$ cat config.mk
export PLATFORM = sky130hd
export DESIGN_NAME = bwuc_top
export DESIGN_NICKNAME = d
export VERILOG_FILES = /design/src/logic/bwuc_pkg.sv /design/src/logic/bwuc_top.sv
export SDC_FILE = /design/constraint.sdc
export NUM_CORES = 1
export LEC_CHECK = 0
export ABC_AREA = 1
export BUFFER_PORTS_ARGS = -buffer_cell sky130_fd_sc_hd__buf_2
export CAP_MARGIN = 20
export CELL_PAD_IN_SITES_DETAIL_PLACEMENT = 1
export CELL_PAD_IN_SITES_GLOBAL_PLACEMENT = 1
export CORE_AREA = 2 2 153 185
export CTS_CLUSTER_SIZE = 12
export DETAILED_ROUTE_END_ITERATION = 16
export DIE_AREA = 0 0 155 187
export GPL_TIMING_DRIVEN = 0
export PLACE_DENSITY_LB_ADDON = 0.2
export RECOVER_POWER = 100
export SLEW_MARGIN = 20
export SYNTH_ARGS = -nofsm -noshare
export SYNTH_HDL_FRONTEND = slang
export SYNTH_SLANG_ARGS = --single-unit
$ cat constraint.sdc
create_clock -name mclk -period 2.7 [get_ports mclk]
set_input_delay 0.54 -clock mclk [delete_from_list [all_inputs] [get_ports mclk]]
set_output_delay 0.54 -clock mclk [all_outputs]
set_load 0.01 [all_outputs]
$ cat src/logic/bwuc_pkg.sv
// Purpose: shared constants and carrier types for the bias wiper up/down control
// Assumes: one 25 MHz clock, synchronous active-high reset
// Notes: nonvolatile storage is modelled as held registers behind a store strobe
package bwuc_pkg;
  localparam int WIPER_W = 8;
  localparam int REF_W = 6;
  localparam logic [7:0] WIPER_MIN = 8'h00;
  localparam logic [7:0] WIPER_MAX = 8'hFF;
  localparam logic [7:0] NV_WIPER_RST = 8'h00;  // Delivered stored position
  localparam logic [5:0] NV_REF_RST = 6'h00;
  localparam logic [3:0] STATUS_ADDR = 4'hF;
  localparam logic [7:0] LATCH_SET_VALUE = 8'h02;
  localparam int SR_SHUT_BIT = 7;
  localparam int SR_DIR_BIT = 6;
  localparam int SR_CAL_BIT = 4;
  localparam int SR_LATCH_BIT = 1;
  localparam int SR_GAIN_BIT = 0;
  localparam int CLK_MHZ = 25;
  localparam int NV_WRITE_MS = 10;
  localparam int NV_WRITE_CYC = NV_WRITE_MS * 1000 * CLK_MHZ;

  // Raw pins from the host side, synchronised inside bwuc_top
  typedef struct packed {
    logic scl;
    logic sda;
    logic cal_en;
    logic bias_shutdown;
    logic dir;
  } bwuc_pins_t;

  // Decoded events from the serial front end
  typedef struct packed {
    logic byte_write;
    logic addr_only_stop;
    logic wel_write;
    logic wel_value;
    logic gain_write;
    logic gain_value;
  } bwuc_bus_ev_t;
endpackage

$ cat src/logic/bwuc_top.sv
// Purpose: wiper counter, lock, recall and nonvolatile store control
// Assumes: serial protocol decode outside delivers one-cycle event pulses
// Notes: analog path is represented only by tap select and shutdown force
// Notes: there is no reset pin on the part; rst stands for power-up only
// Notes: every pin is seen four to five clocks late through the filters
`timescale 1ns/100ps

// Functional notes
// - Wiper position held in counter decoded to one of 256 taps.
// - Counter saturates at both ends and never wraps.
// - With enable and SDA high, outside shutdown and armed, each serial clock falling edge steps the wiper once.
// - Direction and clock steps honoured only while enable is high.
// - SDA high and enable high: direction high increments, low decrements.
// - Enable high and direction toggle latches wiper into volatile register.
// - At power-up the nonvolatile value loads into the wiper register.
// - Delivered stored wiper value is position zero.
// - A bus byte write also commits the wiper to nonvolatile storage.
// - Falling enable after that STOP, clock low, starts nonvolatile write.
// - Pin store saves both reference and bias wiper positions.
// - After shutdown release, enable must cycle once before stepping.
// - Direction output is open drain, high when current below target.
// - Direction low with enable and clock moves toward low terminal.
// - Shutdown forces bias output to ground, release restores held wiper.
// - Enable low holds the wiper; clock serves only the serial bus.
// - Status register at 0Fh reports shutdown, direction, enable, latch, gain.
module bwuc_top #(
  parameter int NV_WRITE_CYCLES = bwuc_pkg::NV_WRITE_CYC
) (
  input wire logic mclk,
  input wire logic rst,
  input wire bwuc_pkg::bwuc_pins_t pins,
  input wire bwuc_pkg::bwuc_bus_ev_t bus_ev,
  input wire logic [bwuc_pkg::REF_W-1:0] ref_wiper,
  input wire logic comp_above,
  output logic [255:0] tap_sel,
  output logic [bwuc_pkg::WIPER_W-1:0] wiper_count_register,
  output logic bias_force_gnd,
  output logic dir_o,
  output logic dir_oe,
  output logic [7:0] status_reg,
  output logic wiper_lock_event,
  output logic nv_busy,
  output logic [bwuc_pkg::WIPER_W-1:0] nv_bias_q,
  output logic [bwuc_pkg::REF_W-1:0] nv_ref_q
);
  import bwuc_pkg::*;

  // Three-stage synchronisers; only stages two and three are compared
  // Stage one may go metastable, so nothing but stage two ever reads it
  logic [2:0] scl_s, sda_s, cal_s, shut_s, dir_s;
  always_ff @(posedge mclk) begin
    if (rst) begin
      scl_s <= 3'h0;
      sda_s <= 3'h0;
      cal_s <= 3'h0;
      shut_s <= 3'h0;
      dir_s <= 3'h0;
    end else begin
      scl_s <= {scl_s[1:0], pins.scl};
      sda_s <= {sda_s[1:0], pins.sda};
      cal_s <= {cal_s[1:0], pins.cal_en};
      shut_s <= {shut_s[1:0], pins.bias_shutdown};
      dir_s <= {dir_s[1:0], pins.dir};
    end
  end

  // Filtered levels update only when stages two and three agree
  // A one-sample glitch on a pin is thereby dropped, at one clock of latency
  logic scl_f, sda_f, cal_f, shut_f, dir_f;
  always_ff @(posedge mclk) begin
    if (rst) begin
      scl_f <= 1'b0;
      sda_f <= 1'b0;
      cal_f <= 1'b0;
      shut_f <= 1'b0;
      dir_f <= 1'b0;
    end else begin
      if (scl_s[1] == scl_s[2]) scl_f <= scl_s[2];
      if (sda_s[1] == sda_s[2]) sda_f <= sda_s[2];
      if (cal_s[1] == cal_s[2]) cal_f <= cal_s[2];
      if (shut_s[1] == shut_s[2]) shut_f <= shut_s[2];
      if (dir_s[1] == dir_s[2]) dir_f <= dir_s[2];
    end
  end

  // Edge detection on filtered levels
  // Reset values are low, so an idle-high pin shows only a rise after
  // power-up; none of the falling-edge events can fire falsely then
  logic scl_p, cal_p, shut_p, dir_p;
  always_ff @(posedge mclk) begin
    if (rst) begin
      scl_p <= 1'b0;
      cal_p <= 1'b0;
      shut_p <= 1'b0;
      dir_p <= 1'b0;
    end else begin
      scl_p <= scl_f;
      cal_p <= cal_f;
      shut_p <= shut_f;
      dir_p <= dir_f;
    end
  end

  // One-cycle event strobes, all in the mclk domain
  logic scl_fall, cal_rise, cal_fall, shut_rel, dir_toggle;
  assign scl_fall = scl_p & ~scl_f;
  assign cal_rise = ~cal_p & cal_f;
  assign cal_fall = cal_p & ~cal_f;
  assign shut_rel = shut_p & ~shut_f;
  // Either direction of change counts as a toggle
  assign dir_toggle = dir_p ^ dir_f;

  // Stepping stays blocked after shutdown release until enable cycles once
  typedef enum logic [1:0] {ARM_READY, ARM_WAIT_LOW, ARM_WAIT_HIGH} bwuc_arm_t;
  bwuc_arm_t arm_q;
  always_ff @(posedge mclk) begin
    if (rst) begin
      arm_q <= ARM_READY;
    end else begin
      case (arm_q)
        ARM_READY: if (shut_rel) arm_q <= ARM_WAIT_LOW;
        ARM_WAIT_LOW: if (cal_fall || !cal_f) arm_q <= ARM_WAIT_HIGH;
        ARM_WAIT_HIGH: if (cal_rise) arm_q <= ARM_READY;
        default: arm_q <= ARM_READY;
      endcase
    end
  end

  logic step_ok;
  // Enable, SDA idle high, not shut down, and armed
  // SDA low keeps a bus START from moving the wiper while enable is high
  // Trade-off: stepping is also held off during shutdown, though the
  // counter would be invisible there, so release never shows a jump
  assign step_ok = cal_f & sda_f & ~shut_f & (arm_q == ARM_READY);

  // Nonvolatile image: delivered value zero; recall at power-up via reset
  logic recall_q;
  always_ff @(posedge mclk) begin
    if (rst) begin
      recall_q <= 1'b1;
    end else begin
      recall_q <= 1'b0;
    end
  end

  // Wiper counter, saturating; low direction walks toward the low terminal
  logic [WIPER_W-1:0] wiper_d;
  always_comb begin
    wiper_d = wiper_count_register;
    if (recall_q) begin
      wiper_d = nv_bias_q;
    end else if (step_ok && scl_fall) begin
      if (dir_f && wiper_count_register != WIPER_MAX) begin
        wiper_d = wiper_count_register + 8'h01;
      end else if (!dir_f && wiper_count_register != WIPER_MIN) begin
        wiper_d = wiper_count_register - 8'h01;
      end
    end
  end
  always_ff @(posedge mclk) begin
    if (rst) begin
      wiper_count_register <= WIPER_MIN;
    end else begin
      wiper_count_register <= wiper_d;
    end
  end

  // One-hot tap select from the counter
  // Decoded from the next value so taps and counter change on one edge
  // Break-before-make is left to the analog switches
  genvar gi;
  generate
    for (gi = 0; gi < 256; gi++) begin : g_tap
      localparam logic [WIPER_W-1:0] TAP_IDX = WIPER_W'(gi);
      always_ff @(posedge mclk) begin
        if (rst) begin
          tap_sel[gi] <= 1'b0;
        end else begin
          tap_sel[gi] <= (wiper_d == TAP_IDX);
        end
      end
    end
  endgenerate

  // Direction toggle with enable high latches the volatile wiper
  logic [WIPER_W-1:0] lock_wiper_q;
  always_ff @(posedge mclk) begin
    if (rst) begin
      wiper_lock_event <= 1'b0;
      lock_wiper_q <= WIPER_MIN;
    end else begin
      wiper_lock_event <= cal_f & dir_toggle;
      if (cal_f && dir_toggle) lock_wiper_q <= wiper_count_register;
    end
  end

  // Write enable latch and gain bit, written over the serial bus
  logic write_enable_latch, gain_q;
  always_ff @(posedge mclk) begin
    if (rst) begin
      write_enable_latch <= 1'b0;
      gain_q <= 1'b0;
    end else begin
      if (bus_ev.wel_write) write_enable_latch <= bus_ev.wel_value;
      if (bus_ev.gain_write) gain_q <= bus_ev.gain_value;
    end
  end

  // Armed once an address-only write ends in STOP with enable high
  logic store_armed_q;
  always_ff @(posedge mclk) begin
    if (rst) begin
      store_armed_q <= 1'b0;
    end else if (bus_ev.addr_only_stop && cal_f) begin
      store_armed_q <= 1'b1;
    end else if (cal_fall || (scl_fall && !cal_f)) begin
      store_armed_q <= 1'b0;
    end
  end

  // Store start: pin sequence or bus byte write, gated by the latch
  logic store_go, nv_done;
  assign store_go = write_enable_latch & ~nv_busy &
                    ((store_armed_q & cal_fall & ~scl_f) | bus_ev.byte_write);

  // Self-timed write: counter holds busy for the full cycle time
  // Busy stands NV_WRITE_CYCLES clocks; a new store is refused meanwhile
  // Limitation: no acknowledge polling; the bus side must wait it out
  logic [$clog2(NV_WRITE_CYCLES+1)-1:0] nv_cnt_q;
  assign nv_done = nv_busy && (nv_cnt_q == '0);
  always_ff @(posedge mclk) begin
    if (rst) begin
      nv_busy <= 1'b0;
      nv_cnt_q <= '0;
    end else if (store_go) begin
      nv_busy <= 1'b1;
      nv_cnt_q <= ($clog2(NV_WRITE_CYCLES+1))'(NV_WRITE_CYCLES - 1);
    end else if (nv_busy) begin
      if (nv_done) nv_busy <= 1'b0;
      else nv_cnt_q <= nv_cnt_q - 1'b1;
    end
  end

  // Both wipers captured at store start; power loss mid-write is not modelled
  always_ff @(posedge mclk) begin
    if (rst) begin
      nv_bias_q <= NV_WIPER_RST;
      nv_ref_q <= NV_REF_RST;
    end else if (store_go) begin
      nv_bias_q <= wiper_count_register;
      nv_ref_q <= ref_wiper;
    end
  end

  // Shutdown forces output to ground; counter untouched so release restores
  always_ff @(posedge mclk) begin
    if (rst) begin
      bias_force_gnd <= 1'b0;
    end else begin
      bias_force_gnd <= shut_f;
    end
  end

  // Open drain direction: enable asserted only to pull low
  always_ff @(posedge mclk) begin
    if (rst) begin
      dir_o <= 1'b0;
      dir_oe <= 1'b0;
    end else begin
      dir_o <= 1'b0;
      dir_oe <= comp_above;
    end
  end

  // Status image at address 0Fh; test bits read zero
  // Pin bits show the filtered levels, so they lag the pins slightly
  // The serial read path outside samples this image when it shifts out
  always_ff @(posedge mclk) begin
    if (rst) begin
      status_reg <= 8'h00;
    end else begin
      status_reg <= 8'h00;
      status_reg[SR_SHUT_BIT] <= shut_f;
      status_reg[SR_DIR_BIT] <= dir_f;
      status_reg[SR_CAL_BIT] <= cal_f;
      status_reg[SR_LATCH_BIT] <= write_enable_latch;
      status_reg[SR_GAIN_BIT] <= gain_q;
    end
  end
endmodule

* Yosys cells after proc, flatten, opt, wreduce, memory -nomap -nowiden
Cells that the tools add are included. W data, S select, Z words.
Storage, ports and cells: output and inout port bits 291, memory bits (writable) 0, latch bits 0, input port bits 20, register bits after elaboration 337, memories 0, bits in read-only memories 0
Operators by class: reduce and logical (&&, ||, !) cells 20, divide/modulo/power cells 0, mux-type cells 17, bitwise logic cells 20, $mul 0, add/sub/neg operators 3, magnitude comparators 0, shift-type cells 0, equality and inequality tests 267
Operators with widths (number):
- $eq A8 B8 Y1 const B | 128
- $eq A8 B7 Y1 const B | 64
- $eq A8 B6 Y1 const B | 32
- $eq A8 B5 Y1 const B | 16
- $eq A8 B4 Y1 const B | 8
- $mux W18 | 3
- $eq A8 B3 Y1 const B | 4
- $mux W8 | 4
- $logic_not A18 Y1 | 1
- $sub A18 B1 Y18 const B | 1
- $eq A8 B2 Y1 const B | 2
- $and A1 B1 Y1 | 12
- $add A8 B1 Y8 const B | 1
- $eq A8 B1 Y1 const B | 1
- $logic_not A8 Y1 | 1
- $ne A2 B2 Y1 const B | 4
- $ne A8 B8 Y1 const B | 1
- $reduce_bool A8 Y1 | 1
- $sub A8 B1 Y8 const B | 1
- $logic_and A1 B1 Y1 | 6
- $mux W1 | 6
- $mux W2 | 3
- $not A1 Y1 | 6
- $pmux W2 S3 | 1
- 12 further kinds | 20

* Logic depth before layout (Yosys ltp)
word-level depth 8, depth in mapped cells 17

* Least setup slack after synthesis
No wires, ideal clock.
kind flip-flop to flip-flop, start register wiper_count_register[0] (netlist bit), end register tap_sel[40], path buffers 1, stages on the path, launching flop included 17, arrival 2.061 ns, required time 2.636 ns, path slack 0.575 ns, setup time 0.064 ns, path through dfxtp_1 -> ha_1 -> nand2_1 -> nor2_1 -> nand2_2 -> nand2_4 -> nand2_2 -> nand2_1 -> nand2_1 -> nand2_1 -> nand2_2 -> nand2_4 -> inv_2 -> nor2_4 -> nand2_4 -> buf_6 -> nor2_1
On the way: word-level cells in the longest chain between the ends 7
Ends and longest elaborated chain:
- start, declared | RTL line bwuc_top.sv:36 | output logic [bwuc_pkg::WIPER_W-1:0] wiper_count_register,
- start signal, assigned | RTL line bwuc_top.sv:164 | wiper_count_register <= wiper_d;
- branches (longest 4 deep; another with $sub A8 B1 Y8)
- $mux W8 * | RTL line bwuc_top.sv:152 | end else if (step_ok && scl_fall) begin
- $mux W8 * | RTL line bwuc_top.sv:150 | if (recall_q) begin
- $eq A8 B6 Y1 * | RTL line bwuc_top.sv:179 | tap_sel[gi] <= (wiper_d == TAP_IDX);
- end signal, assigned by index | RTL line bwuc_top.sv:179
- end, declared | RTL line bwuc_top.sv:35 | output logic [255:0] tap_sel,
Every way passes the cells marked *. A chain may end at the register's enable or synchronous reset.

* Worst setup path in the final report
start register wiper_count_register[1] (netlist bit), end register tap_sel[41]
The elaborated chain is that of the path after synthesis.

==> impl_metrics.csv <==
group,metric,value,unit
floorplanning,coreArea,27410,µm²
cts,htree_num_levels,2,
synth,synth.area.top_cells,"dfxtp_1 (65%), nor2_1 (12%), nand2_1 (2.7%), inv_1 (2.3%), buf_6 (2.2%)",
worst_setup_path,r2r-start,"wiper_count_register[1]",
global_routing,grtUsageTotal,21.65,%
synth,synthFlopType,"dfxtp_1",
job,maxCapViolCount,0,
worst_setup_path,arrival,2940,ps
sta,rsz0062_at_grt,"yes",
cts,cts_tree,"built",
floorplanning,ioPinCount,311,
sta,layout_min_cycle_time,2500,ps
synth,synth_seq_cells,331,
floorplanning,start_util,37.42,%
finish,fin_nets,1445,
routing,ant_nets,0,
status,outcome,"finished, final reports clean",
synth,synthTopCellsByCount,"dfxtp_1 (331), nor2_1 (326), nand2_1 (74), inv_1 (62)",
power,power,9955,µW
finish,final_cell_area,12970,µm²
finish,final_cell_count_no_fill,1780,
power,ir_drop,430.4,µV
synth,synth_edf_count,0,
global_routing,antenna_found_initial,0,
finish,largestRegisters,"tap_sel: 256 flops, nv_cnt_q: 18 flops",
placed_design,hpwlAfterDp,24210,µm
sta,tns,0,ps
synth,synth.distinct_cells,37,
routing,initialDrtViolationCount,228,
sta,slew_viol_final,0,
synth,synth_largest_area_cell,"dfxtp_1",
placed_design,gp_congestion,0.8085,
synth,yosysMostFrequentCell,"dfxtp_1",
cts,cts-root-buf,"clkbuf_16",
synth,avgSynthCellArea,9.577,µm²
floorplanning,die_h,187,µm
synth,synth_cells,1071,
finish,area_delta_synth_final,26.46,%
routing,routed_wirelength,32520,µm
floorplanning,rows,67,
cts,clk_latency,510,ps
worst_setup_path,path_class,"reg2reg",
sta,tightest_slew,775.3,ps
worst_setup_path,crit_path_max_fanout,10,
synth,yosysTopAreaCellShare,64.60,%
finish,regMostFlops,"tap_sel",
sta,slew-limit-headroom,48.31,%
placed_design,dpl_cell_area,12230,µm²
power,leakagePower,0.005125,µW
finish,largest_reg_flops,256,
global_routing,grt_pass1_wl,48270,µm
finish,fill_cells,3418,
finish,multiInputGateArea,3012,µm²
cts,cts_buffers,35,
sta,finalHoldViolCount,0,
routing,wl_per_cell,18.27,µm
cts,cts.reportedPaths.clkPinSlew,60,ps
worst_hold_path,hp-class,"in2reg",
global_routing,grt_overflow,0,
worst_hold_path,hp-start,"pins[4]",
placed_design,numPortBuffers,306,
synth,seq_area_frac_synth,64.60,%
worst_setup_path,start_kind,"register",
worst_setup_path,ff2ff_setup_slack,200,ps
sta,setup_viol,0,
cts,clockBufferDepth,3,
sta,timing.final.crit_share,92.59,%
synth,synth_warnings,0,
worst_setup_path,critPathRequiredTime,3140,ps
sta,fmax,0.4000,GHz
finish,num_antenna_cells,0,
routing,drt_pass1_iterations,4,
power,power_density,767.5,nW/µm²
cts,clock_sinks,331,
synth,syn_area,10260,µm²
floorplanning,die-width,155,µm
sta,fin_skew,11.89,ps
routing,avgViaCountPerCell,4.631,
synth,async_flop_share,0,%
worst_setup_path,crit_start,"wiper_count_register[1]",
worst_setup_path,critical_path.endpoint_type,"register",
global_routing,grt_max_degree,13,
global_routing,grt_pass1_vias,8402,
floorplanning,design.die.area,28990,µm²
placed_design,dp.cells,1725,
routing,vias,8243,
routing,drc,0,
finish,seqCellArea,6629,µm²
finish,final_layout_size_suffix_gt1_share,15.61,%
[metal layers]
layer	share of wire (%)	GRT usage (%)
met1	39	23.10
met4	3.4	7.229
met3	5.7	4.588
met2	52	41.64
met5	0	0
[repair_timing]
action,in CTS,in global routing
hold buffers,0,0
resized for setup,0,10
buffers inserted,0,5
setup endpoints to repair,0,149
[power breakdown]
part           internal [µW]  total [µW]  leakage [µW]  switching, µW
Sequential              4940        4990       0.00267           42.3
Combinational            171         558       0.00195            387
Clock                   2570        4410      0.000503           1840
[stage by stage]
| step | hold WS (ps) | setup slack (ps) | utilization, % |
|---|---|---|---|
| 2_1_floorplan | 388.3 | 574.8 | - |
| 3_3_place_gp | 392.0 | 118.8 | 44.62 |
| 3_5_place_dp | 398.4 | 144.6 | 44.62 |
| 4_1_cts | 222.1 | 82.37 | 48.39 |
| 5_1_grt | 232.5 | -23.96 | 47.32 |
| 6_report | 241.6 | 200.2 | 47.32 |
[layout by cell type, fill, tap and decap left out, drive strengths merged, types with 4 or more instances in the layout]
cell type  count
a21oi         35
buf           68
clkbuf       338
clkinv         5
conb           4
dfxtp        331
ha             4
inv           68
nand2        120
nand3         35
nand4          6
nor2         366
nor3           6
o21ai         30
or2            7
[final timing paths]
check	to	depth (start not counted)
min	scl_s[0]	3
max reg2reg	tap_sel[41]	16
max	tap_sel[41]	16
min reg2reg	scl_s[1]	2
[worst max-delay path, stage by stage, from the launching register on]
cell,delay [ps]
dfxtp_2,380
ha_1,200
nand2_1,80
nor2_1,150
nand2_2,110
nand2_4,140
nand2_2,130
nand2_1,100
nand2_1,50
nand2_1,70
nand2_2,60
nand2_4,120
inv_2,80
nor2_4,250
nand2_4,180
buf_6,200
nor2_1,110
[kinds of logic (layout without fill, tap and decap cells)]
logic type,Yosys count,in the layout,synth area share [%]
AND/OR/NAND/NOR,544,544,24.60
flip-flops,331,331,64.60
buffers and inverters,120,481,6.343
AO/OA/AOI/OAI,70,70,3.843
adder cells (fa/ha/maj),4,4,0.4879
other,1,4,0.03656
XOR/XNOR,1,1,0.08540
[final cells by class]
type	instances	share of cell area [%]
flip-flops and latches	331	51.10
multi-input cells	623	23.22
clock inverters	6	0.6173
repair buffers	311	9.366
clock buffers	45	7.350
inverters	69	1.997
well taps	345	3.328
plain buffers	50	3.019
(Power assumes the default switching activity.)
